<file path="config.mk">
export PLATFORM = sky130hd
export DESIGN_NAME = capture_input_pin_select
export DESIGN_NICKNAME = d
export VERILOG_FILES = /design/src/pkg/capsel_pkg.sv /design/src/rtl/capture_input_pin_select.sv
export VERILOG_INCLUDE_DIRS = /design/src /design/src/pkg
export SDC_FILE = /design/constraint.sdc
export NUM_CORES = 1
export LEC_CHECK = 0
export BUFFER_PORTS_ARGS = -buffer_cell sky130_fd_sc_hd__buf_4
export CAP_MARGIN = 10
export CORE_MARGIN = 5
export CORE_UTILIZATION = 45
export DETAILED_ROUTE_END_ITERATION = 12
export PLACE_DENSITY = 0.95
export SYNTH_ARGS = -nofsm -noshare
export SYNTH_HDL_FRONTEND = slang
export SYNTH_SLANG_ARGS = --single-unit
</file>
<file path="constraint.sdc">
create_clock -name CLOCK -period 3.2 [get_ports CLOCK]
set_input_delay 0.16 -clock CLOCK [delete_from_list [all_inputs] [get_ports CLOCK]]
set_output_delay 0.16 -clock CLOCK [all_outputs]
set_load 0.05 [all_outputs]
</file>
<file path="src/pkg/capsel_cfg.svh">
// Constants for the capture input pin select block
`ifndef CAPSEL_CFG_SVH
`define CAPSEL_CFG_SVH
`define ROUTE_SEL_ADDR 8'h6C
`define ROUTE_SEL_RESET 16'h0000
`define EXT_CHOICE_ADDR 8'h70
`define ADDR_MSB 7
`define F_CH0_LO 0
`define F_CH1_LO 2
`define F_CH2_LO 4
`define F_TRAP_LO 6
`define F_POS0_LO 8
`define F_POS1_LO 10
`define F_POS2_LO 12
`define F_RUN_LO 14
`define HTRANS_NONSEQ 2'b10
`define HRESP_OKAY 1'b0
`define INACTIVE_LEVEL 1'b0
`endif

</file>
<file path="src/pkg/capsel_pkg.sv">
// Types for the capture input pin select block
package capsel_pkg;
   typedef logic [1:0] sel_code_type;
   typedef logic [15:0] route_word_type;
endpackage

</file>
<file path="src/rtl/capture_input_pin_select.sv">
// Capture input routing register and its input multiplexers
`timescale 1ns/1ns
`include "capsel_cfg.svh"
module capture_input_pin_select
   import capsel_pkg::*;
(
   // Clock and reset
   input wire logic CLOCK,
   input wire logic RESET,
   // AHB-Lite slave
   input wire logic HSEL,
   input wire logic [31:0] HADDR,
   input wire logic [1:0] HTRANS,
   input wire logic HWRITE,
   input wire logic [2:0] HSIZE,
   input wire logic [31:0] HWDATA,
   input wire logic HREADY,
   output logic [31:0] HRDATA,
   output logic HREADYOUT,
   output logic HRESP,
   // Alternative pins
   input wire logic [2:0] CAPTURE_CHANNEL_0_PINS,
   input wire logic [1:0] CAPTURE_CHANNEL_1_PINS,
   input wire logic [2:0] CAPTURE_CHANNEL_2_PINS,
   input wire logic [1:0] TRAP_INPUT_PINS,
   input wire logic [3:0] POSITION_INPUT_0_PINS,
   input wire logic [2:0] POSITION_INPUT_1_PINS,
   input wire logic [3:0] POSITION_INPUT_2_PINS,
   input wire logic [7:0] TIMER_A_HW_RUN_SOURCES,
   // Routed inputs toward the timer unit
   output logic CAPTURE_CHANNEL_0,
   output logic CAPTURE_CHANNEL_1,
   output logic CAPTURE_CHANNEL_2,
   output logic TRAP_INPUT,
   output logic POSITION_INPUT_0,
   output logic POSITION_INPUT_1,
   output logic POSITION_INPUT_2,
   output logic TIMER_A_HW_RUN_INPUT
);

   // ------------------------------------------------------------
   // Bus address phase capture
   // ------------------------------------------------------------
   logic wr_pend_r;
   logic wr_pend_nxt;
   logic [`ADDR_MSB:0] addr_r;
   logic [`ADDR_MSB:0] addr_nxt;
   logic [31:0] rdata_r;
   logic [31:0] rdata_nxt;
   route_word_type route_r;
   route_word_type route_nxt;
   logic ext_choice_r;
   logic ext_choice_nxt;
   logic take;

   assign take = HSEL && HREADY && (HTRANS == `HTRANS_NONSEQ);

   always_comb begin
      wr_pend_nxt = take && HWRITE;
      addr_nxt = take ? HADDR[`ADDR_MSB:0] : addr_r;
      rdata_nxt = rdata_r;
      if (take && !HWRITE) begin
         case (HADDR[`ADDR_MSB:0])
            `ROUTE_SEL_ADDR: begin
               rdata_nxt = {16'h0000, route_r};
            end
            `EXT_CHOICE_ADDR: begin
               rdata_nxt = {31'h0000_0000, ext_choice_r};
            end
            default: begin
               rdata_nxt = 32'h0000_0000;
            end
         endcase
      end
   end

   // ------------------------------------------------------------
   // Register file
   // ------------------------------------------------------------
   // No hardware source updates these fields; a software write is the only
   // writer, so it always wins
   always_comb begin
      route_nxt = route_r;
      ext_choice_nxt = ext_choice_r;
      if (wr_pend_r && addr_r == `ROUTE_SEL_ADDR) begin
         route_nxt = HWDATA[15:0];
      end
      if (wr_pend_r && addr_r == `EXT_CHOICE_ADDR) begin
         ext_choice_nxt = HWDATA[0];
      end
   end

   always_ff @(posedge CLOCK or posedge RESET) begin
      if (RESET) begin
         wr_pend_r <= 1'b0;
         addr_r <= 8'h00;
         rdata_r <= 32'h0000_0000;
         route_r <= `ROUTE_SEL_RESET;
         ext_choice_r <= 1'b0;
      end else begin
         wr_pend_r <= wr_pend_nxt;
         addr_r <= addr_nxt;
         rdata_r <= rdata_nxt;
         route_r <= route_nxt;
         ext_choice_r <= ext_choice_nxt;
      end
   end

   // Zero wait states, always OKAY
   assign HREADYOUT = 1'b1;
   assign HRESP = `HRESP_OKAY;
   assign HRDATA = rdata_r;

   // ------------------------------------------------------------
   // Input multiplexers
   // ------------------------------------------------------------
   // Only timer inputs are routed here; output pin choice lives in the
   // port logic
   sel_code_type sel_ch0;
   sel_code_type sel_ch1;
   sel_code_type sel_ch2;
   sel_code_type sel_trap;
   sel_code_type sel_pos0;
   sel_code_type sel_pos1;
   sel_code_type sel_pos2;
   sel_code_type sel_run;

   assign sel_ch0 = route_r[`F_CH0_LO +: 2];
   assign sel_ch1 = route_r[`F_CH1_LO +: 2];
   assign sel_ch2 = route_r[`F_CH2_LO +: 2];
   assign sel_trap = route_r[`F_TRAP_LO +: 2];
   assign sel_pos0 = route_r[`F_POS0_LO +: 2];
   assign sel_pos1 = route_r[`F_POS1_LO +: 2];
   assign sel_pos2 = route_r[`F_POS2_LO +: 2];
   assign sel_run = route_r[`F_RUN_LO +: 2];

   // ------------------------------------------------------------
   // Channel 0 capture input; reserved code reads inactive
   // ------------------------------------------------------------
   always_comb begin
      case (sel_ch0)
         2'h0: begin
            CAPTURE_CHANNEL_0 = CAPTURE_CHANNEL_0_PINS[0];
         end
         2'h1: begin
            CAPTURE_CHANNEL_0 = CAPTURE_CHANNEL_0_PINS[1];
         end
         2'h2: begin
            CAPTURE_CHANNEL_0 = CAPTURE_CHANNEL_0_PINS[2];
         end
         default: CAPTURE_CHANNEL_0 = `INACTIVE_LEVEL;
      endcase
   end

   // ------------------------------------------------------------
   // Channel 1 capture input; two reserved codes
   // ------------------------------------------------------------
   always_comb begin
      case (sel_ch1)
         2'h0: begin
            CAPTURE_CHANNEL_1 = CAPTURE_CHANNEL_1_PINS[0];
         end
         2'h1: begin
            CAPTURE_CHANNEL_1 = CAPTURE_CHANNEL_1_PINS[1];
         end
         default: CAPTURE_CHANNEL_1 = `INACTIVE_LEVEL;
      endcase
   end

   // ------------------------------------------------------------
   // Channel 2 capture input; reserved code reads inactive
   // ------------------------------------------------------------
   always_comb begin
      case (sel_ch2)
         2'h0: begin
            CAPTURE_CHANNEL_2 = CAPTURE_CHANNEL_2_PINS[0];
         end
         2'h1: begin
            CAPTURE_CHANNEL_2 = CAPTURE_CHANNEL_2_PINS[1];
         end
         2'h2: begin
            CAPTURE_CHANNEL_2 = CAPTURE_CHANNEL_2_PINS[2];
         end
         default: CAPTURE_CHANNEL_2 = `INACTIVE_LEVEL;
      endcase
   end

   // ------------------------------------------------------------
   // Trap input; a stray pin here could halt the outputs
   // ------------------------------------------------------------
   always_comb begin
      case (sel_trap)
         2'h0: begin
            TRAP_INPUT = TRAP_INPUT_PINS[0];
         end
         2'h1: begin
            TRAP_INPUT = TRAP_INPUT_PINS[1];
         end
         default: TRAP_INPUT = `INACTIVE_LEVEL;
      endcase
   end

   // ------------------------------------------------------------
   // Position input 0; all four codes are pins
   // ------------------------------------------------------------
   always_comb begin
      case (sel_pos0)
         2'h0: begin
            POSITION_INPUT_0 = POSITION_INPUT_0_PINS[0];
         end
         2'h1: begin
            POSITION_INPUT_0 = POSITION_INPUT_0_PINS[1];
         end
         2'h2: begin
            POSITION_INPUT_0 = POSITION_INPUT_0_PINS[2];
         end
         2'h3: begin
            POSITION_INPUT_0 = POSITION_INPUT_0_PINS[3];
         end
         default: POSITION_INPUT_0 = `INACTIVE_LEVEL;
      endcase
   end

   // ------------------------------------------------------------
   // Position input 1; reserved code reads inactive
   // ------------------------------------------------------------
   always_comb begin
      case (sel_pos1)
         2'h0: begin
            POSITION_INPUT_1 = POSITION_INPUT_1_PINS[0];
         end
         2'h1: begin
            POSITION_INPUT_1 = POSITION_INPUT_1_PINS[1];
         end
         2'h2: begin
            POSITION_INPUT_1 = POSITION_INPUT_1_PINS[2];
         end
         default: POSITION_INPUT_1 = `INACTIVE_LEVEL;
      endcase
   end

   // ------------------------------------------------------------
   // Position input 2; all four codes are pins
   // ------------------------------------------------------------
   always_comb begin
      case (sel_pos2)
         2'h0: begin
            POSITION_INPUT_2 = POSITION_INPUT_2_PINS[0];
         end
         2'h1: begin
            POSITION_INPUT_2 = POSITION_INPUT_2_PINS[1];
         end
         2'h2: begin
            POSITION_INPUT_2 = POSITION_INPUT_2_PINS[2];
         end
         2'h3: begin
            POSITION_INPUT_2 = POSITION_INPUT_2_PINS[3];
         end
         default: POSITION_INPUT_2 = `INACTIVE_LEVEL;
      endcase
   end

   // ------------------------------------------------------------
   // Hardware run input; choice bit selects the upper four sources
   // ------------------------------------------------------------
   always_comb begin
      case ({ext_choice_r, sel_run})
         3'h0: begin
            TIMER_A_HW_RUN_INPUT = TIMER_A_HW_RUN_SOURCES[0];
         end
         3'h1: begin
            TIMER_A_HW_RUN_INPUT = TIMER_A_HW_RUN_SOURCES[1];
         end
         3'h2: begin
            TIMER_A_HW_RUN_INPUT = TIMER_A_HW_RUN_SOURCES[2];
         end
         3'h3: begin
            TIMER_A_HW_RUN_INPUT = TIMER_A_HW_RUN_SOURCES[3];
         end
         3'h4: begin
            TIMER_A_HW_RUN_INPUT = TIMER_A_HW_RUN_SOURCES[4];
         end
         3'h5: begin
            TIMER_A_HW_RUN_INPUT = TIMER_A_HW_RUN_SOURCES[5];
         end
         3'h6: begin
            TIMER_A_HW_RUN_INPUT = TIMER_A_HW_RUN_SOURCES[6];
         end
         3'h7: begin
            TIMER_A_HW_RUN_INPUT = TIMER_A_HW_RUN_SOURCES[7];
         end
         default: TIMER_A_HW_RUN_INPUT = `INACTIVE_LEVEL;
      endcase
   end

endmodule

</file>
# After elaboration in Yosys (flattened, before gate mapping)
# Index checks and enable logic that the tools add are counted.
word_totals:
  regBits: 58
  latchBits: 0
  mem_bits_rw: 0
  mem_bits_ro: 0
  out_inout_bits: 42
  elab_cells: 55
  n_memories: 0
op_classes:
  addsub: 0
  mul: 0
  div_mod_pow: 0
  n_lt_le_gt_ge: 0
  n_eq_ne: 26
  shifts: 0
  n_mux: 9
  n_bitwise: 0
  n_reduce_logical: 15
op_table:
  columns: ["operator", "n"]
  rows:
  - ["== test 8 x 7 -> 1 bit (second input constant)", 4]
  - ["case mux 16 bit (2 select lines)", 1]
  - ["== test 2 bit (second input constant)", 8]
  - ["== test 2 x 1 -> 1 bit (second input constant)", 7]
  - ["zero test 2 bit", 7]
  - ["== test 3 bit (second input constant)", 4]
  - ["case mux 1 bit (3 select lines)", 3]
  - ["case mux 1 bit (4 select lines)", 2]
  - ["case mux 1 bit (8 select lines)", 1]
  - ["== test 3 x 2 -> 1 bit (second input constant)", 2]
  - ["logical AND 1 bit", 6]
  - ["case mux 1 bit (2 select lines)", 2]
  - ["== test 3 x 1 -> 1 bit (second input constant)", 1]
  - ["zero test 3 bit", 1]
  - ["zero test 1 bit", 1]

# Logic depth before layout (Yosys ltp)
depth:
  depth_word: 3
  mapped_depth: 5
  depth_no_buf: 3

# Worst setup path before layout
# Ideal clock, no wire load.
synth_path:
  path_kind: "reg-to-output"
  start: "reg route_r[11]"
  end: "out POSITION_INPUT_1"
  t_arrival_ps: 1598
  slack_ps: 1442
  path_stages_with_launch: 3
  path_cell_list: "dfrtp_1 mux2i_1 o21ai_0"
synth_between:
  elab_chain_cells: 2
  word_cells_on_any_way: 4
  cone_classes: "eq/ne (2); mux (1); reduce/logical (1)"
synth_lines:
  columns: ["element", "line", "text"]
  rows:
  - ["start, declared", "capture_input_pin_select.sv:50", "route_word_type route_r;"]
  - ["start signal, assigned", "capture_input_pin_select.sv:98", "route_r <= `ROUTE_SEL_RESET;"]
  - ["start signal, assigned", "capture_input_pin_select.sv:104", "route_r <= route_nxt;"]
  - ["== test 2 bit, or another cell as far along", "capture_input_pin_select.sv:228", "case (sel_pos1)"]
  - ["case mux 1 bit (3 select lines) (*)", "capture_input_pin_select.sv:228", null]
  - ["end, declared", "capture_input_pin_select.sv:36", "output logic POSITION_INPUT_1,"]
# Every way passes the cells marked *; elsewhere a longest branch is shown, timed or not.

# Worst setup path in the final report
layout_path:
  start: "reg route_r[14]"
  end: "out TIMER_A_HW_RUN_INPUT"
layout_between:
  elab_chain_cells: 2
  word_cells_on_any_way: 9
  cone_classes: "eq/ne (7); mux (1); reduce/logical (1)"
layout_lines:
  columns: ["element", "line", "text"]
  rows:
  - ["== test 3 bit, or another cell as far along", "capture_input_pin_select.sv:267", "case ({ext_choice_r, sel_run})"]
  - ["case mux 1 bit (8 select lines) (*)", "capture_input_pin_select.sv:267", null]
  - ["end, declared", "capture_input_pin_select.sv:38", "output logic TIMER_A_HW_RUN_INPUT"]
# Marks and branches as above.

==> results.cfg <==
[place]
post-place-ws_ns = 1.61
gp_congestion = 0.775
dp_hpwl_microns = 3910
io_buffers = 83
post-place-cells = 306
dpl_cell_area_sq_um = 2720

[critical_path]
cp-end-kind = output port
cp_top_family = multiplexers
path_cells = mux4_2 -> mux2_2 -> buf_4
slowest_delay_ns = 0.51
crit_required_ns = 3.04
crit_fanout = 4
cp_slowest_cell = mux4_2
startpoint = route_r[14]$_DFFE_PP0P_
critical_path_arrival_ns = 1.71
critPathBufInv = 1
crit_type = reg -> out
start_kind = flop
r2r_start = addr_r[7]$_DFFE_PP0N_

[synthesis]
syn_inst = 178
synth-main-ff-cell = dfrtp_1
synth_area_sq_um = 2130
synthArstFlopShare_pct = 100
ys_top_cells_by_area = dfrtp_1 (49%), mux2_2 (14%), o21ai_0 (7.5%)
yosysSeqAreaShare_pct = 49.4
yosysTopAreaCellShare_pct = 49.4
synth_area_per_cell_sq_um = 11.9
synth_edf_count = 0
yosys_register_bits = 42
synth_warnings = 0
yosysTopAreaCell = dfrtp_1
synth.most_common_cell = dfrtp_1
yosys.cell_types.count = 27
synth_commonest_cells = dfrtp_1 (42), o21ai_0 (32), mux2_2 (26)

[drt]
drtAntennaViolNets = 0
vias_per_cell = 5.36
drt_iter0_markers = 88
dr.pass1.iters = 4
wire_per_inst_microns = 16.6
drc = 0
drt_wl_total_microns = 5230
vias = 1682

[timing]
final.min_clock_period_ns = 1.87
drv_slew = 0
max_freq_ghz = 0.535
rsz0062_at_grt = false
setup_slack_ns = 1.33
worst_slew_pin_slew_ns = 0.890
hold_ws_ns = -0.00655
relSlewSlack_pct = 40.4
skew_ns = 0.00576
setup_viol = 0
fin_crit_sh_pct = 58.5
hold_viol = 3
setup_tns_ns = 0

[run_status]
violations = negative hold slack
status = finished, violations left

[finish]
layout.filler_cells = 401
area_growth_pct = 32.8
diodes = 0
finalInstanceArea_sq_um = 2820
fin_nets = 362
fin_cells = 314
drive_gt1_share_pct = 48.8

[clocking]
cts_tree = done
root_buffer = clkbuf_8
cts-htree-levels = 2
hold_buffers = 0
cts.repair.resized = 0
clockBufferDepth = 2
cts_buffers = 5
cts.sinks = 42
clk_pin_slew_ns = 0.08
post-cts-setup-buffers = 0
clock_latency_ns = 0.29

[global_route]
grt_pass1_vias = 1777
track_usage_pct = 17.3
grt_max_degree = 43
grt_antenna_before_repair = 0
grt_first_pass_wirelength_microns = 8400
grt.overflow.total = 0

[die]
rows = 25
die_area_sq_um = 6200
die_x_microns = 78.7
die_h_microns = 78.7
core-area_sq_um = 4660
start_util_pct = 45.6
io_pins = 145

[power]
vdd_ir_drop_max_uv = 274
p_leak_nw = 1.37
power_density_nw_per_um2 = 421

[worst_hold_path]
hold_path_class = in -> async

[job]
cap_violations = 0
report_power, final:
group          total, W  switching (W)  internal, W
registers      0.000577      0.0000226     0.000555
clock network  0.000408       0.000175     0.000234
logic          0.000202       0.000115    0.0000865
metrics by stage:
| stage | util [%] | power, W |
|---|---|---|
| after floorplan | - | 0.000726 |
| after global placement | 58.3 | 0.000783 |
| after detailed placement | 58.3 | 0.000792 |
| final | 60.6 | 0.00119 |
| after global routing | 60.6 | 0.00123 |
| after CTS | 60.6 | 0.00119 |
worst reg2reg max path, cell delays in order (launching register included):
cell and delay (ns):
dfrtp_1 0.38, nand4b_4 0.19, nor4_4 0.23, buf_4 0.30, mux2_2 0.37
layer usage:
metal	up-vias	track usage, %	routed length [microns]
met5	-	0	0
met4	0	5.77	68
met3	7	3.85	373
met2	58	32.3	2890
met1	838	19.2	1890
li1	779	-	-
cell families (layout without fill, tap and decap cells):
| family | after synthesis | count (layout) | share of synthesized area, % |
|---|---|---|---|
| AO/OA/AOI/OAI | 36 | 36 | 8.77 |
| buffers and inverters | 31 | 97 | 9.12 |
| flip-flops | 42 | 42 | 49.4 |
| multiplexers | 35 | 35 | 20.4 |
| other | 2 | 18 | 0.353 |
| AND/OR/NAND/NOR | 32 | 32 | 11.9 |
flip-flops by register name, summed over array words and instances, names as in the netlist:
| register | flops |
|---|---|
| HRDATA | 16 |
| ext_choice_r | 1 |
| wr_pend_r | 1 |
| route_r | 16 |
| addr_r | 8 |
path summary, 6_finish.rpt:
path                       cells past startpoint                      end  slack, ns
max                                            3     TIMER_A_HW_RUN_INPUT       1.33
max in group asynchronous                      3   HRDATA[10]$_DFFE_PP0P_       2.84
max reg2reg                                    4  route_r[13]$_DFFE_PP0P_       1.62
min reg2reg                                    1    addr_r[7]$_DFFE_PP0N_       0.52
min in group CLOCK                             2   route_r[9]$_DFFE_PP0P_       0.10
min                                            3    addr_r[2]$_DFFE_PP0N_     -0.007
cell usage in the layout (no fill, tap or decap):
| cell | Yosys | final |
|---|---|---|
| nor4b_4 | 1 | 1 |
| nor2_1 | 4 | 4 |
| or3b_2 | 1 | 1 |
| nand4_1 | 15 | 15 |
| o21ai_1 | 2 | 2 |
| nand4b_2 | 1 | 1 |
| o21ai_0 | 32 | 32 |
| clkbuf_8 | 0 | 5 |
| conb_1 | 2 | 18 |
| o31ai_1 | 1 | 1 |
| nor4_1 | 1 | 1 |
| nand3b_1 | 3 | 3 |
| nand2b_1 | 1 | 1 |
| nand3_1 | 1 | 1 |
| and3b_1 | 1 | 1 |
| clkbuf_1 | 7 | 2 |
| bufinv_16 | 0 | 1 |
| buf_4 | 18 | 86 |
| mux2i_1 | 5 | 5 |
| inv_1 | 3 | 2 |
| a32oi_1 | 1 | 1 |
| nor4_4 | 1 | 1 |
| mux4_2 | 4 | 4 |
| dfrtp_1 | 42 | 42 |
| nand2_1 | 1 | 1 |
| clkinv_1 | 0 | 1 |
| nand4b_4 | 1 | 1 |
| mux2_2 | 26 | 26 |
final cells by class:
class                           count  area (sq um)  share of cell area, %
Clock buffer                        7          76.3                   2.70
Clock inverter                      1          30.0                   1.06
Timing Repair Buffer               86           646                   22.9
Tap cell                           54          67.6                   2.39
Multi-Input combinational cell    121           941                   33.3
Sequential cell                    42          1050                   37.2
Inverter                            3          11.3                  0.399
No activity file was read; power rests on OpenSTA's default activity.
